$ cat src/verilog/das_pkg.sv
package das_pkg;

	// ==========================================
	// Widths
	localparam int CH_N    = 2;
	localparam int VAL_W   = 10;
	localparam int MULT_W  = 13;
	localparam int DLY_W   = 3;
	localparam int SEC_W   = 6;
	localparam int FAULT_N = 6;
	localparam int PROD_W  = 24;

	// ==========================================
	// Limits: thresholds in per mille of full scale, multiplier in thousandths, delay in seconds
	localparam logic [VAL_W-1:0]  LIMIT_MIN = 10'h032;
	localparam logic [VAL_W-1:0]  LIMIT_MAX = 10'h3e8;
	localparam logic [MULT_W-1:0] MULT_MIN  = 13'h03e8;
	localparam logic [MULT_W-1:0] MULT_MAX  = 13'h1387;
	localparam logic [PROD_W-1:0] PER_MILLE = 24'h0003e8;
	localparam logic [DLY_W-1:0]  DLY_MAX   = 3'h5;

	// ==========================================
	// Timing
	localparam int CLK_HZ      = 125_000_000;
	localparam int NS_PER_S    = 1_000_000_000;
	localparam int CLK_NS      = NS_PER_S / CLK_HZ;
	localparam int SEC_CYCLES  = NS_PER_S / CLK_NS;
	localparam int CFG_BLOCK_S = 15;
	localparam int FUNC_BLOCK_S = 15;
	localparam int ALARM_EN_S  = 60;
	localparam logic [SEC_W-1:0] CFG_BLOCK_CNT  = SEC_W'(CFG_BLOCK_S);
	localparam logic [SEC_W-1:0] FUNC_BLOCK_CNT = SEC_W'(FUNC_BLOCK_S);
	localparam logic [SEC_W-1:0] ALARM_EN_CNT   = SEC_W'(ALARM_EN_S);

	// ==========================================
	// Channel health states
	typedef enum logic [3:0] {
		ST_ERR   = 4'h1,
		ST_BLOCK = 4'h2,
		ST_ARM   = 4'h4,
		ST_OK    = 4'h8
	} das_state_t;

endpackage

$ cat src/verilog/das_alarm_supervisor.sv
//
// Contract
// - Each channel watches a pre-alarm and a main-alarm limit, set independently.
// - Supervision stops while inhibit is high or while the channel is in error.
// - After a new parameter set is loaded all alarm outputs stay inactive for 15 s.
// - Thresholds are taken between 5 and 100 percent of full scale, in steps of 1 per mille.
// - The switching delay is chosen in whole seconds from 0 to 5.
// - An alarm sets on a rising level past the limit and clears below limit minus hysteresis.
// - After power-on and each error-to-ok change, functions block 15 s and alarms wait 60 s.
// - The green channel lamp is on when ok, off in error and flashing during the delay.
// - A channel is in error when any of its six health checks fails.
// - While run-up is active the limits are scaled by a multiplier of 1.000 to 4.999.
// - Each alarm output can signal an alarm by opening or by closing its circuit.
// - One event is registered per rising key pulse edge, pulses down to 10 us are caught.
// - Each channel takes a new configuration at any time without a stop; a load on either channel stops supervision of both for 15 s.
// - Four red lamps show pre and main alarm of both channels.
//
`timescale 1ns/1ps
module das_alarm_supervisor #(
	parameter int SEC_CYCLES = das_pkg::SEC_CYCLES
) (
	// Clock, reset, enable
	input  wire logic                                        clk,
	input  wire logic                                        rst,
	input  wire logic                                        ce,
	// Measured values, per mille of full scale
	input  wire logic [das_pkg::CH_N-1:0][das_pkg::VAL_W-1:0]   measValue,
	// Channel configuration, taken on cfgLoad
	input  wire logic [das_pkg::CH_N-1:0]                       cfgLoad,
	input  wire logic [das_pkg::CH_N-1:0][das_pkg::VAL_W-1:0]   cfgPreLimit,
	input  wire logic [das_pkg::CH_N-1:0][das_pkg::VAL_W-1:0]   cfgMainLimit,
	input  wire logic [das_pkg::CH_N-1:0][das_pkg::VAL_W-1:0]   cfgHyst,
	input  wire logic [das_pkg::CH_N-1:0][das_pkg::DLY_W-1:0]   cfgDelay,
	input  wire logic [das_pkg::CH_N-1:0][das_pkg::MULT_W-1:0]  cfgRunUpMult,
	input  wire logic [das_pkg::CH_N-1:0]                       cfgPreOpen,
	input  wire logic [das_pkg::CH_N-1:0]                       cfgMainOpen,
	// Common control inputs
	input  wire logic                                        inhibit,
	input  wire logic                                        runUp,
	input  wire logic                                        keyPulse,
	// Health checks, high means failed
	input  wire logic [das_pkg::CH_N-1:0][das_pkg::FAULT_N-1:0] healthFault,
	// Alarm outputs, high means circuit closed
	output logic [das_pkg::CH_N-1:0]                         preOut_r,
	output logic [das_pkg::CH_N-1:0]                         mainAlarmOut_r,
	output logic [das_pkg::CH_N-1:0]                         chanClearOut_r,
	// Front lamps
	output logic [das_pkg::CH_N-1:0]                         preLed_r,
	output logic [das_pkg::CH_N-1:0]                         mainAlarmLed_r,
	output logic [das_pkg::CH_N-1:0]                         greenLed_r,
	// Status
	output logic [das_pkg::CH_N-1:0]                         chanError_r,
	output logic [das_pkg::CH_N-1:0]                         supervising_r,
	output logic                                             cfgBlocked_r,
	output logic                                             keyEvent_r
);

	// ==========================================
	// Helpers
	function automatic logic [das_pkg::MULT_W-1:0] clampU(
		input logic [das_pkg::MULT_W-1:0] v,
		input logic [das_pkg::MULT_W-1:0] lo,
		input logic [das_pkg::MULT_W-1:0] hi
	);
		clampU = (v < lo) ? lo : ((v > hi) ? hi : v);
	endfunction

	function automatic logic [das_pkg::SEC_W-1:0] secStep(
		input logic [das_pkg::SEC_W-1:0] cnt,
		input logic [das_pkg::SEC_W-1:0] lim,
		input logic                      tick
	);
		secStep = (tick && cnt < lim) ? cnt + 1'b1 : cnt;
	endfunction

	// ==========================================
	// One second tick and flash phase
	logic [31:0]                 tickCnt_r;
	logic                        secTick_r;
	logic                        flash_r;
	logic                        tickWrap;

	// One shared tick keeps the delays of both channels in step
	assign tickWrap = (tickCnt_r == 32'(SEC_CYCLES - 1));

	always_ff @(posedge clk) begin
		if (rst) begin
			tickCnt_r <= '0;
			secTick_r <= 1'b0;
			flash_r   <= 1'b0;
		end else if (ce) begin
			tickCnt_r <= tickWrap ? '0 : tickCnt_r + 32'h00000001;
			secTick_r <= tickWrap;
			flash_r   <= flash_r ^ tickWrap;
		end
	end

	// ==========================================
	// Key pulse edge
	logic keyPrev_r;

	// Sampled every 8 ns, so any pulse of 10 us is seen many times over
	always_ff @(posedge clk) begin
		if (rst) begin
			keyPrev_r  <= 1'b0;
			keyEvent_r <= 1'b0;
		end else if (ce) begin
			keyPrev_r  <= keyPulse;
			keyEvent_r <= keyPulse & ~keyPrev_r;
		end
	end

	// ==========================================
	// Configuration block after any load
	logic [das_pkg::SEC_W-1:0] cfgSec_r;
	logic                      anyLoad;

	// A load on either channel blocks both, simpler and on the safe side
	assign anyLoad = |cfgLoad;

	always_ff @(posedge clk) begin
		if (rst) begin
			cfgSec_r     <= das_pkg::CFG_BLOCK_CNT;
			cfgBlocked_r <= 1'b0;
		end else if (ce) begin
			if (anyLoad)
				cfgSec_r <= '0;
			else
				cfgSec_r <= secStep(cfgSec_r, das_pkg::CFG_BLOCK_CNT, secTick_r);
			cfgBlocked_r <= anyLoad || (cfgSec_r < das_pkg::CFG_BLOCK_CNT);
		end
	end

	// ==========================================
	// Per channel logic
	genvar c;
	generate
		for (c = 0; c < das_pkg::CH_N; c++) begin : gCh
			logic [das_pkg::VAL_W-1:0]  preLim_r;
			logic [das_pkg::VAL_W-1:0]  mainLim_r;
			logic [das_pkg::VAL_W-1:0]  hyst_r;
			logic [das_pkg::DLY_W-1:0]  dly_r;
			logic [das_pkg::MULT_W-1:0] mult_r;
			logic                       preOpen_r;
			logic                       mainOpen_r;
			logic [das_pkg::MULT_W-1:0] multUsed;
			logic [das_pkg::VAL_W-1:0]  preLimIn;
			logic [das_pkg::VAL_W-1:0]  mainLimIn;
			logic                       faulty;
			logic                       enable;
			logic                       preAlarm;
			logic                       mainAlarm;
			logic [das_pkg::SEC_W-1:0]  sec_r;
			logic [das_pkg::SEC_W-1:0]  sec_nxt;
			das_pkg::das_state_t        st_r;
			das_pkg::das_state_t        st_nxt;
			logic                       stOk;
			logic                       stErr;
			logic                       blockDone;
			logic                       armDone;
			logic [das_pkg::DLY_W-1:0]  dlyIn;

			// Out of range settings snap to the nearest legal value
			assign preLimIn  = das_pkg::VAL_W'(clampU(das_pkg::MULT_W'(cfgPreLimit[c]),
				das_pkg::MULT_W'(das_pkg::LIMIT_MIN), das_pkg::MULT_W'(das_pkg::LIMIT_MAX)));
			assign mainLimIn = das_pkg::VAL_W'(clampU(das_pkg::MULT_W'(cfgMainLimit[c]),
				das_pkg::MULT_W'(das_pkg::LIMIT_MIN), das_pkg::MULT_W'(das_pkg::LIMIT_MAX)));

			// Longer delays are not offered, so they snap to the longest
			assign dlyIn = (cfgDelay[c] > das_pkg::DLY_MAX) ? das_pkg::DLY_MAX
				: cfgDelay[c];

			always_ff @(posedge clk) begin
				if (rst) begin
					preLim_r   <= das_pkg::LIMIT_MAX;
					mainLim_r  <= das_pkg::LIMIT_MAX;
					hyst_r     <= '0;
					dly_r      <= '0;
					mult_r     <= das_pkg::MULT_MIN;
					preOpen_r  <= 1'b0;
					mainOpen_r <= 1'b0;
				end else if (ce && cfgLoad[c]) begin
					preLim_r   <= preLimIn;
					mainLim_r  <= mainLimIn;
					hyst_r     <= cfgHyst[c];
					dly_r      <= dlyIn;
					mult_r     <= clampU(cfgRunUpMult[c], das_pkg::MULT_MIN,
						das_pkg::MULT_MAX);
					preOpen_r  <= cfgPreOpen[c];
					mainOpen_r <= cfgMainOpen[c];
				end
			end

			// Unity multiplier outside run-up
			assign multUsed = runUp ? mult_r : das_pkg::MULT_MIN;
			assign faulty   = |healthFault[c];
			assign stOk     = (st_r == das_pkg::ST_OK);
			assign stErr    = (st_r == das_pkg::ST_ERR);
			// Seconds run on from block entry, so arming counts the full wait
			assign blockDone = (sec_r >= das_pkg::FUNC_BLOCK_CNT);
			assign armDone   = (sec_r >= das_pkg::ALARM_EN_CNT);

			// Health state
			always_comb begin
				st_nxt  = st_r;
				sec_nxt = secStep(sec_r, das_pkg::ALARM_EN_CNT, secTick_r);
				case (st_r)
					das_pkg::ST_ERR: begin
						sec_nxt = '0;
						if (!faulty)
							st_nxt = das_pkg::ST_BLOCK;
					end
					das_pkg::ST_BLOCK: begin
						if (faulty)
							st_nxt = das_pkg::ST_ERR;
						else if (blockDone)
							st_nxt = das_pkg::ST_ARM;
					end
					das_pkg::ST_ARM: begin
						if (faulty)
							st_nxt = das_pkg::ST_ERR;
						else if (armDone)
							st_nxt = das_pkg::ST_OK;
					end
					das_pkg::ST_OK: begin
						if (faulty)
							st_nxt = das_pkg::ST_ERR;
					end
					default: begin
						st_nxt  = das_pkg::ST_ERR;
						sec_nxt = '0;
					end
				endcase
			end

			// Power-on enters the block period directly
			always_ff @(posedge clk) begin
				if (rst) begin
					st_r  <= das_pkg::ST_BLOCK;
					sec_r <= '0;
				end else if (ce) begin
					st_r  <= st_nxt;
					sec_r <= sec_nxt;
				end
			end

			assign enable = stOk && !inhibit && !cfgBlocked_r;

			das_limit uPre (
				.clk      (clk),
				.rst      (rst),
				.ce       (ce),
				.enable   (enable),
				.secTick  (secTick_r),
				.value    (measValue[c]),
				.limit    (preLim_r),
				.hyst     (hyst_r),
				.mult     (multUsed),
				.delaySel (dly_r),
				.alarm_r  (preAlarm)
			);

			das_limit uMain (
				.clk      (clk),
				.rst      (rst),
				.ce       (ce),
				.enable   (enable),
				.secTick  (secTick_r),
				.value    (measValue[c]),
				.limit    (mainLim_r),
				.hyst     (hyst_r),
				.mult     (multUsed),
				.delaySel (dly_r),
				.alarm_r  (mainAlarm)
			);

			// ==========================================
			// Outputs
			always_ff @(posedge clk) begin
				if (rst) begin
					preOut_r[c]       <= 1'b0;
					mainAlarmOut_r[c] <= 1'b0;
					chanClearOut_r[c] <= 1'b0;
					preLed_r[c]       <= 1'b0;
					mainAlarmLed_r[c] <= 1'b0;
					greenLed_r[c]     <= 1'b0;
					chanError_r[c]    <= 1'b0;
					supervising_r[c]  <= 1'b0;
				end else if (ce) begin
					// Open mode: closed while quiet, so a broken wire also reads as alarm
					preOut_r[c]       <= preAlarm ^ preOpen_r;
					mainAlarmOut_r[c] <= mainAlarm ^ mainOpen_r;
					chanClearOut_r[c] <= stOk;
					preLed_r[c]       <= preAlarm;
					mainAlarmLed_r[c] <= mainAlarm;
					// Flash covers both the block and the arming wait
					greenLed_r[c]     <= stOk || (!stErr && flash_r);
					chanError_r[c]    <= stErr;
					supervising_r[c]  <= enable;
				end
			end
		end
	endgenerate

endmodule

$ cat src/verilog/das_limit.sv
`timescale 1ns/1ps
module das_limit (
	// Clock and reset
	input  wire logic                         clk,
	input  wire logic                         rst,
	input  wire logic                         ce,
	// Control
	input  wire logic                         enable,
	input  wire logic                         secTick,
	// Operands
	input  wire logic [das_pkg::VAL_W-1:0]    value,
	input  wire logic [das_pkg::VAL_W-1:0]    limit,
	input  wire logic [das_pkg::VAL_W-1:0]    hyst,
	input  wire logic [das_pkg::MULT_W-1:0]   mult,
	input  wire logic [das_pkg::DLY_W-1:0]    delaySel,
	// Result
	output logic                              alarm_r
);

	// ==========================================
	// Scaled compare, no divider needed
	logic [das_pkg::PROD_W-1:0] valScaled;
	logic [das_pkg::PROD_W-1:0] limScaled;
	logic [das_pkg::PROD_W-1:0] hystScaled;
	logic [das_pkg::PROD_W-1:0] clearLevel;
	logic                       above;
	logic                       below;
	logic [das_pkg::DLY_W-1:0]  cnt_r;
	logic [das_pkg::DLY_W-1:0]  cnt_nxt;
	logic                       alarm_nxt;
	logic                       delayDone;

	assign valScaled  = das_pkg::PROD_W'(value) * das_pkg::PER_MILLE;
	assign limScaled  = das_pkg::PROD_W'(limit) * das_pkg::PROD_W'(mult);
	assign hystScaled = das_pkg::PROD_W'(hyst) * das_pkg::PER_MILLE;
	// Saturate so a large hysteresis cannot wrap the clear level
	assign clearLevel = (limScaled > hystScaled) ? limScaled - hystScaled : '0;
	assign above      = valScaled >= limScaled;
	assign below      = valScaled < clearLevel;
	assign delayDone  = (cnt_r >= delaySel);

	always_comb begin
		cnt_nxt   = cnt_r;
		alarm_nxt = alarm_r;
		if (!enable) begin
			cnt_nxt   = '0;
			alarm_nxt = 1'b0;
		end else if (alarm_r) begin
			cnt_nxt = '0;
			if (below)
				alarm_nxt = 1'b0;
		end else if (!above) begin
			cnt_nxt = '0;
		end else if (delayDone) begin
			alarm_nxt = 1'b1;
		end else if (secTick) begin
			cnt_nxt = cnt_r + 1'b1;
		end
	end

	always_ff @(posedge clk) begin
		if (rst) begin
			cnt_r   <= '0;
			alarm_r <= 1'b0;
		end else if (ce) begin
			cnt_r   <= cnt_nxt;
			alarm_r <= alarm_nxt;
		end
	end

endmodule

$ cat config.mk
export PLATFORM = sky130hd
export DESIGN_NAME = das_alarm_supervisor
export DESIGN_NICKNAME = d
export VERILOG_FILES = /design/src/verilog/das_pkg.sv /design/src/verilog/das_alarm_supervisor.sv /design/src/verilog/das_limit.sv
export SDC_FILE = /design/constraint.sdc
export NUM_CORES = 2
export LEC_CHECK = 0
export BUFFER_PORTS_ARGS = -buffer_cell sky130_fd_sc_hd__buf_2
export CAP_MARGIN = 20
export CORE_MARGIN = 1.5
export CORE_UTILIZATION = 40
export CTS_CLUSTER_DIAMETER = 200
export DETAILED_ROUTE_END_ITERATION = 8
export GPL_ROUTABILITY_DRIVEN = 0
export GPL_TIMING_DRIVEN = 0
export MAX_ROUTING_LAYER = met4
export PLACE_DENSITY = 0.62
export SLEW_MARGIN = 20
export SYNTH_ARGS = -nofsm -noshare
export SYNTH_HDL_FRONTEND = slang
export SYNTH_HIERARCHICAL = 1
export SYNTH_SLANG_ARGS = --single-unit
export TNS_END_PERCENT = 100
$ cat constraint.sdc
create_clock -name clk -period 13.6 [get_ports clk]
set_input_delay 2.72 -clock clk [delete_from_list [all_inputs] [get_ports clk]]
set_output_delay 2.72 -clock clk [all_outputs]
set_load 0.005 [all_outputs]
==> metrics.md <==
| Metric | Value |
|---|---|
| Run status | complete, no violations |
| Ys async rst share | 0% |
| Final Skew | 0.0136 ns |
| Synth cell types | ~130 |
| Final instance count without filler cells | ~6900 |
| Post-Syn Area per Cell | 8.69 um2 |
| Number of synthesis warnings | 6 |
| Post-CTS setup repair buffer count | 0 |
| Primary FF master, synth | dfxtp_1 |
| Synth Area in Compound Gates | between 10% and 20% |
| Syn Inst Count | approximately 5200 |
| Post-synthesis mux area share | 0.457% |
| Placed Cells | around 7000 |
| Via count | ~37000 |
| Adder-Cell Fraction of Synth Area | 47.2% |
| Worst Setup SP | runUp |
| Setup crit end | gCh[1].uMain/alarm_r$_SDFFE_PP0P_ |
| Ports | between 150 and 200 |
| Critical R2R Launch | gCh[1].mult_r[6]$_SDFFE_PP1P_ |
| H-tree Lvls | 4 |
| Global-route wire length before repair | 198000 um |
| Simple-gate share of the synthesized area | between 10% and 20% |
| Pin count of the biggest net entering global routing | 31 |
| Worst Path Arrival | 12.85 ns |
| Mapped Area | around 45000 um2 |
| Routed WL | roughly 120000 um |
| Die height | between 300 and 400 um |
| Horiz. Die Dim | 340 um |
| Critical Path Start Type | input pin |
| CTS tree | yes |
| Nets@finish | 6901 |
| Die area | about 120000 um2 |
| CTS hold repair buffers | 0 |
| Post-Route Utilization | a little over two fifths |
| CTS max path bufs | 2 |
| # port buffers | approximately 150 |
| 1st-iter DRT viols | between 2000 and 2500 |
| Critical R2R Capture | gCh[1].uMain/alarm_r$_SDFFE_PP0P_ |
| Register-to-register path setup slack | about 3.7 ns |
| Layout cells sized above 1 | 5.89% |
| Fillers | about 11000 |
| Root buf cell | clkbuf_16 |
| WS Path Type | input pin to flip-flop |
| Crit path max fanout | 20 |
| Routed WL per cell | 17.6 um |
| Top cell type's share of synthesized area | around a quarter |
| Buf+Inv Stages, Crit Path | 5 |
| Antenna Nets Post-Route | 0 |
| Initial core utilization | approximately two fifths |
| Worst Hold Class | flip-flop to flip-flop |
| Post-synth top cells | 772 x ha_1, 721 x inv_1, 588 x fa_1 |
| Worst r2r path cells | 37 |
| Clock-pin slew on the worst setup and hold paths | around 0.09 ns |
| Most common cell in the netlist | ha_1 |
| CP max stage cell | a221oi_1 |
| RSZ-0062 raised after global routing | no |
| Cts bufs inserted | 17 |
| Clk Latency, worst-skew pair | 0.50 ns |
| Xor and xnor area share after synthesis | between 5 and 6% |
| Synth area leaders | fa_1 26%, ha_1 21%, dfxtp_1 8.4%, inv_1 5.9%, and2_1 4.6% |
| EDFF count, synth | 0 |
| Post-layout minimum cycle time | 12.48 ns |
| Initial DRT Pass Iterations | 5 |
| GR Overflow Total | 0 |
| Seq/Total Area, Yosys | 8.41% |
| Period utilization | about 92% |
| # rows | roughly 120 |
| Post-cts sizing count | 0 |
| Setup TNS | 0 ns |
| Synth area leader | fa_1 |
| Max-cap viol count | 0 |
| Final Hold Viols | 0 |
| Crit. End Element | flip-flop |
| WP data required | approximately 14 ns |
| Clock sink total | ~190 |
| Final setup viols | 0 |
| Largest family of logic cells by synthesized area | adder cells |
| Flop and latch count out of synthesis | between 150 and 200 |
| Vias in the first global route | ~37000 |
| Syn Nets | approximately 6700 |
| # DRC | 0 |
| CP top delay family | adder cells |
| Worst stage delay on the critical path | just under 0.7 ns |
| Pins Over Slew Limit | 0 |
| Relative slew slack | between 20% and 30% |
| All-layer global routing usage | a little over a fifth |
| Fmax | 80.1 MHz |
| Worst-Margin Slew | around 1.1 ns |
| CP Depth | 36 |
| DP HPWL | roughly 100000 um |
| Hold WS | roughly 0.45 ns |
| Initial antenna violation count | 5 |
| Area growth, synth to finish | 7.18% |
| Vias/cell | approximately 5.3 |
| Core box area | between 100000 and 150000 um2 |
-- tightest hold or removal path, delay by kind of cell, from the launching register on --
family | cells | cell delay, ns
flip-flops | 1 | 0.31
AND/OR/NAND/NOR | 1 | 0.05
AO/OA/AOI/OAI | 1 | 0.05
-- cell usage in the layout, fill, tap and decap left out, types with 22 or more instances in the layout --
cell      instances
o21ai_1          22
nand3_1          99
fa_1            588
buf_2           161
clkbuf_1         98
o211ai_1         30
o21ai_0         179
nor2_1          274
dfxtp_1         191
xor2_1           99
a21o_1           97
a211oi_1         33
a21oi_1         275
nand2_1         514
nor2b_1          39
and2_1          335
o21a_1           37
ha_1            772
nand4_1          60
xnor2_1         161
nand2b_1         71
inv_1           721
and3_1           27
o21bai_1         27
nor3_1           61
-- routing by layer --
layer  wire, um  vias to the layer above  track usage [%]
li1           -                    17880                -
met4       3140                        0             5.64
met3       5620                      113             2.35
met1      58800                    18066             30.6
met2      54000                      825             33.9
met5          0                        -                -
-- final cells by class --
type	count	area, um2	share of cell area, %
multi-input combinational	4198	38500	78.9
sequential	191	3820	7.84
inverter	721	2710	5.55
tap	1500	1880	3.85
timing repair buffer	154	773	1.59
buffer	122	499	1.02
clock buffer	17	425	0.873
clock inverter	15	166	0.341
antenna	5	12.5	0.0257
-- through the flow --
step	cell area (um2)	worst slack (ns)
global placement	48100	0.886
finish	48800	1.12
global route	48700	0.694
floorplan	45500	2.85
CTS	48700	1.35
detailed placement	48100	0.828
-- worst min path at each step --
| stage | start | slack (ns) | to | depth (start not counted) |
|---|---|---|---|---|
| detailed placement | gCh[0].mult_r[4]$_SDFFE_PP0P_ | 0.44 | gCh[0].mult_r[4]$_SDFFE_PP0P_ | 2 |
| CTS | gCh[0].mult_r[1]$_SDFFE_PP0P_ | 0.45 | gCh[0].mult_r[1]$_SDFFE_PP0P_ | 2 |
| finish | gCh[0].mult_r[4]$_SDFFE_PP0P_ | 0.45 | gCh[0].mult_r[4]$_SDFFE_PP0P_ | 2 |
| global route | gCh[0].mult_r[4]$_SDFFE_PP0P_ | 0.47 | gCh[0].mult_r[4]$_SDFFE_PP0P_ | 2 |
| floorplan | gCh[0].mult_r[4]$_SDFFE_PP0P_ | 0.43 | gCh[0].mult_r[4]$_SDFFE_PP0P_ | 2 |
| global placement | gCh[0].mult_r[0]$_SDFFE_PP0P_ | 0.43 | gCh[0].mult_r[0]$_SDFFE_PP0P_ | 2 |
-- cells by family (layout without fill, tap and decap cells) --
family,count (synthesis),after routing
XOR/XNOR,262,262
buffers and inverters,843,1029
AND/OR/NAND/NOR,1632,1632
AO/OA/AOI/OAI,920,920
other,0,5
multiplexers,20,20
flip-flops,191,191
adder cells (fa/ha/maj),1364,1364
-- state kept, by name, indices dropped and copies added (netlist names), 6 cells and up --
signal / flops
gCh.mult_r: 26
cfgSec_r: 6
gCh.preLim_r: 20
gCh.uMain/cnt_r: 6
gCh.dly_r: 6
gCh.st_r: 8
gCh.hyst_r: 20
gCh.uPre/cnt_r: 6
gCh.sec_r: 12
tickCnt_r: 32
gCh.mainLim_r: 20
Power is not shown: default switching activity piles up to over one toggle a cycle in this logic, so the estimate is an artifact.
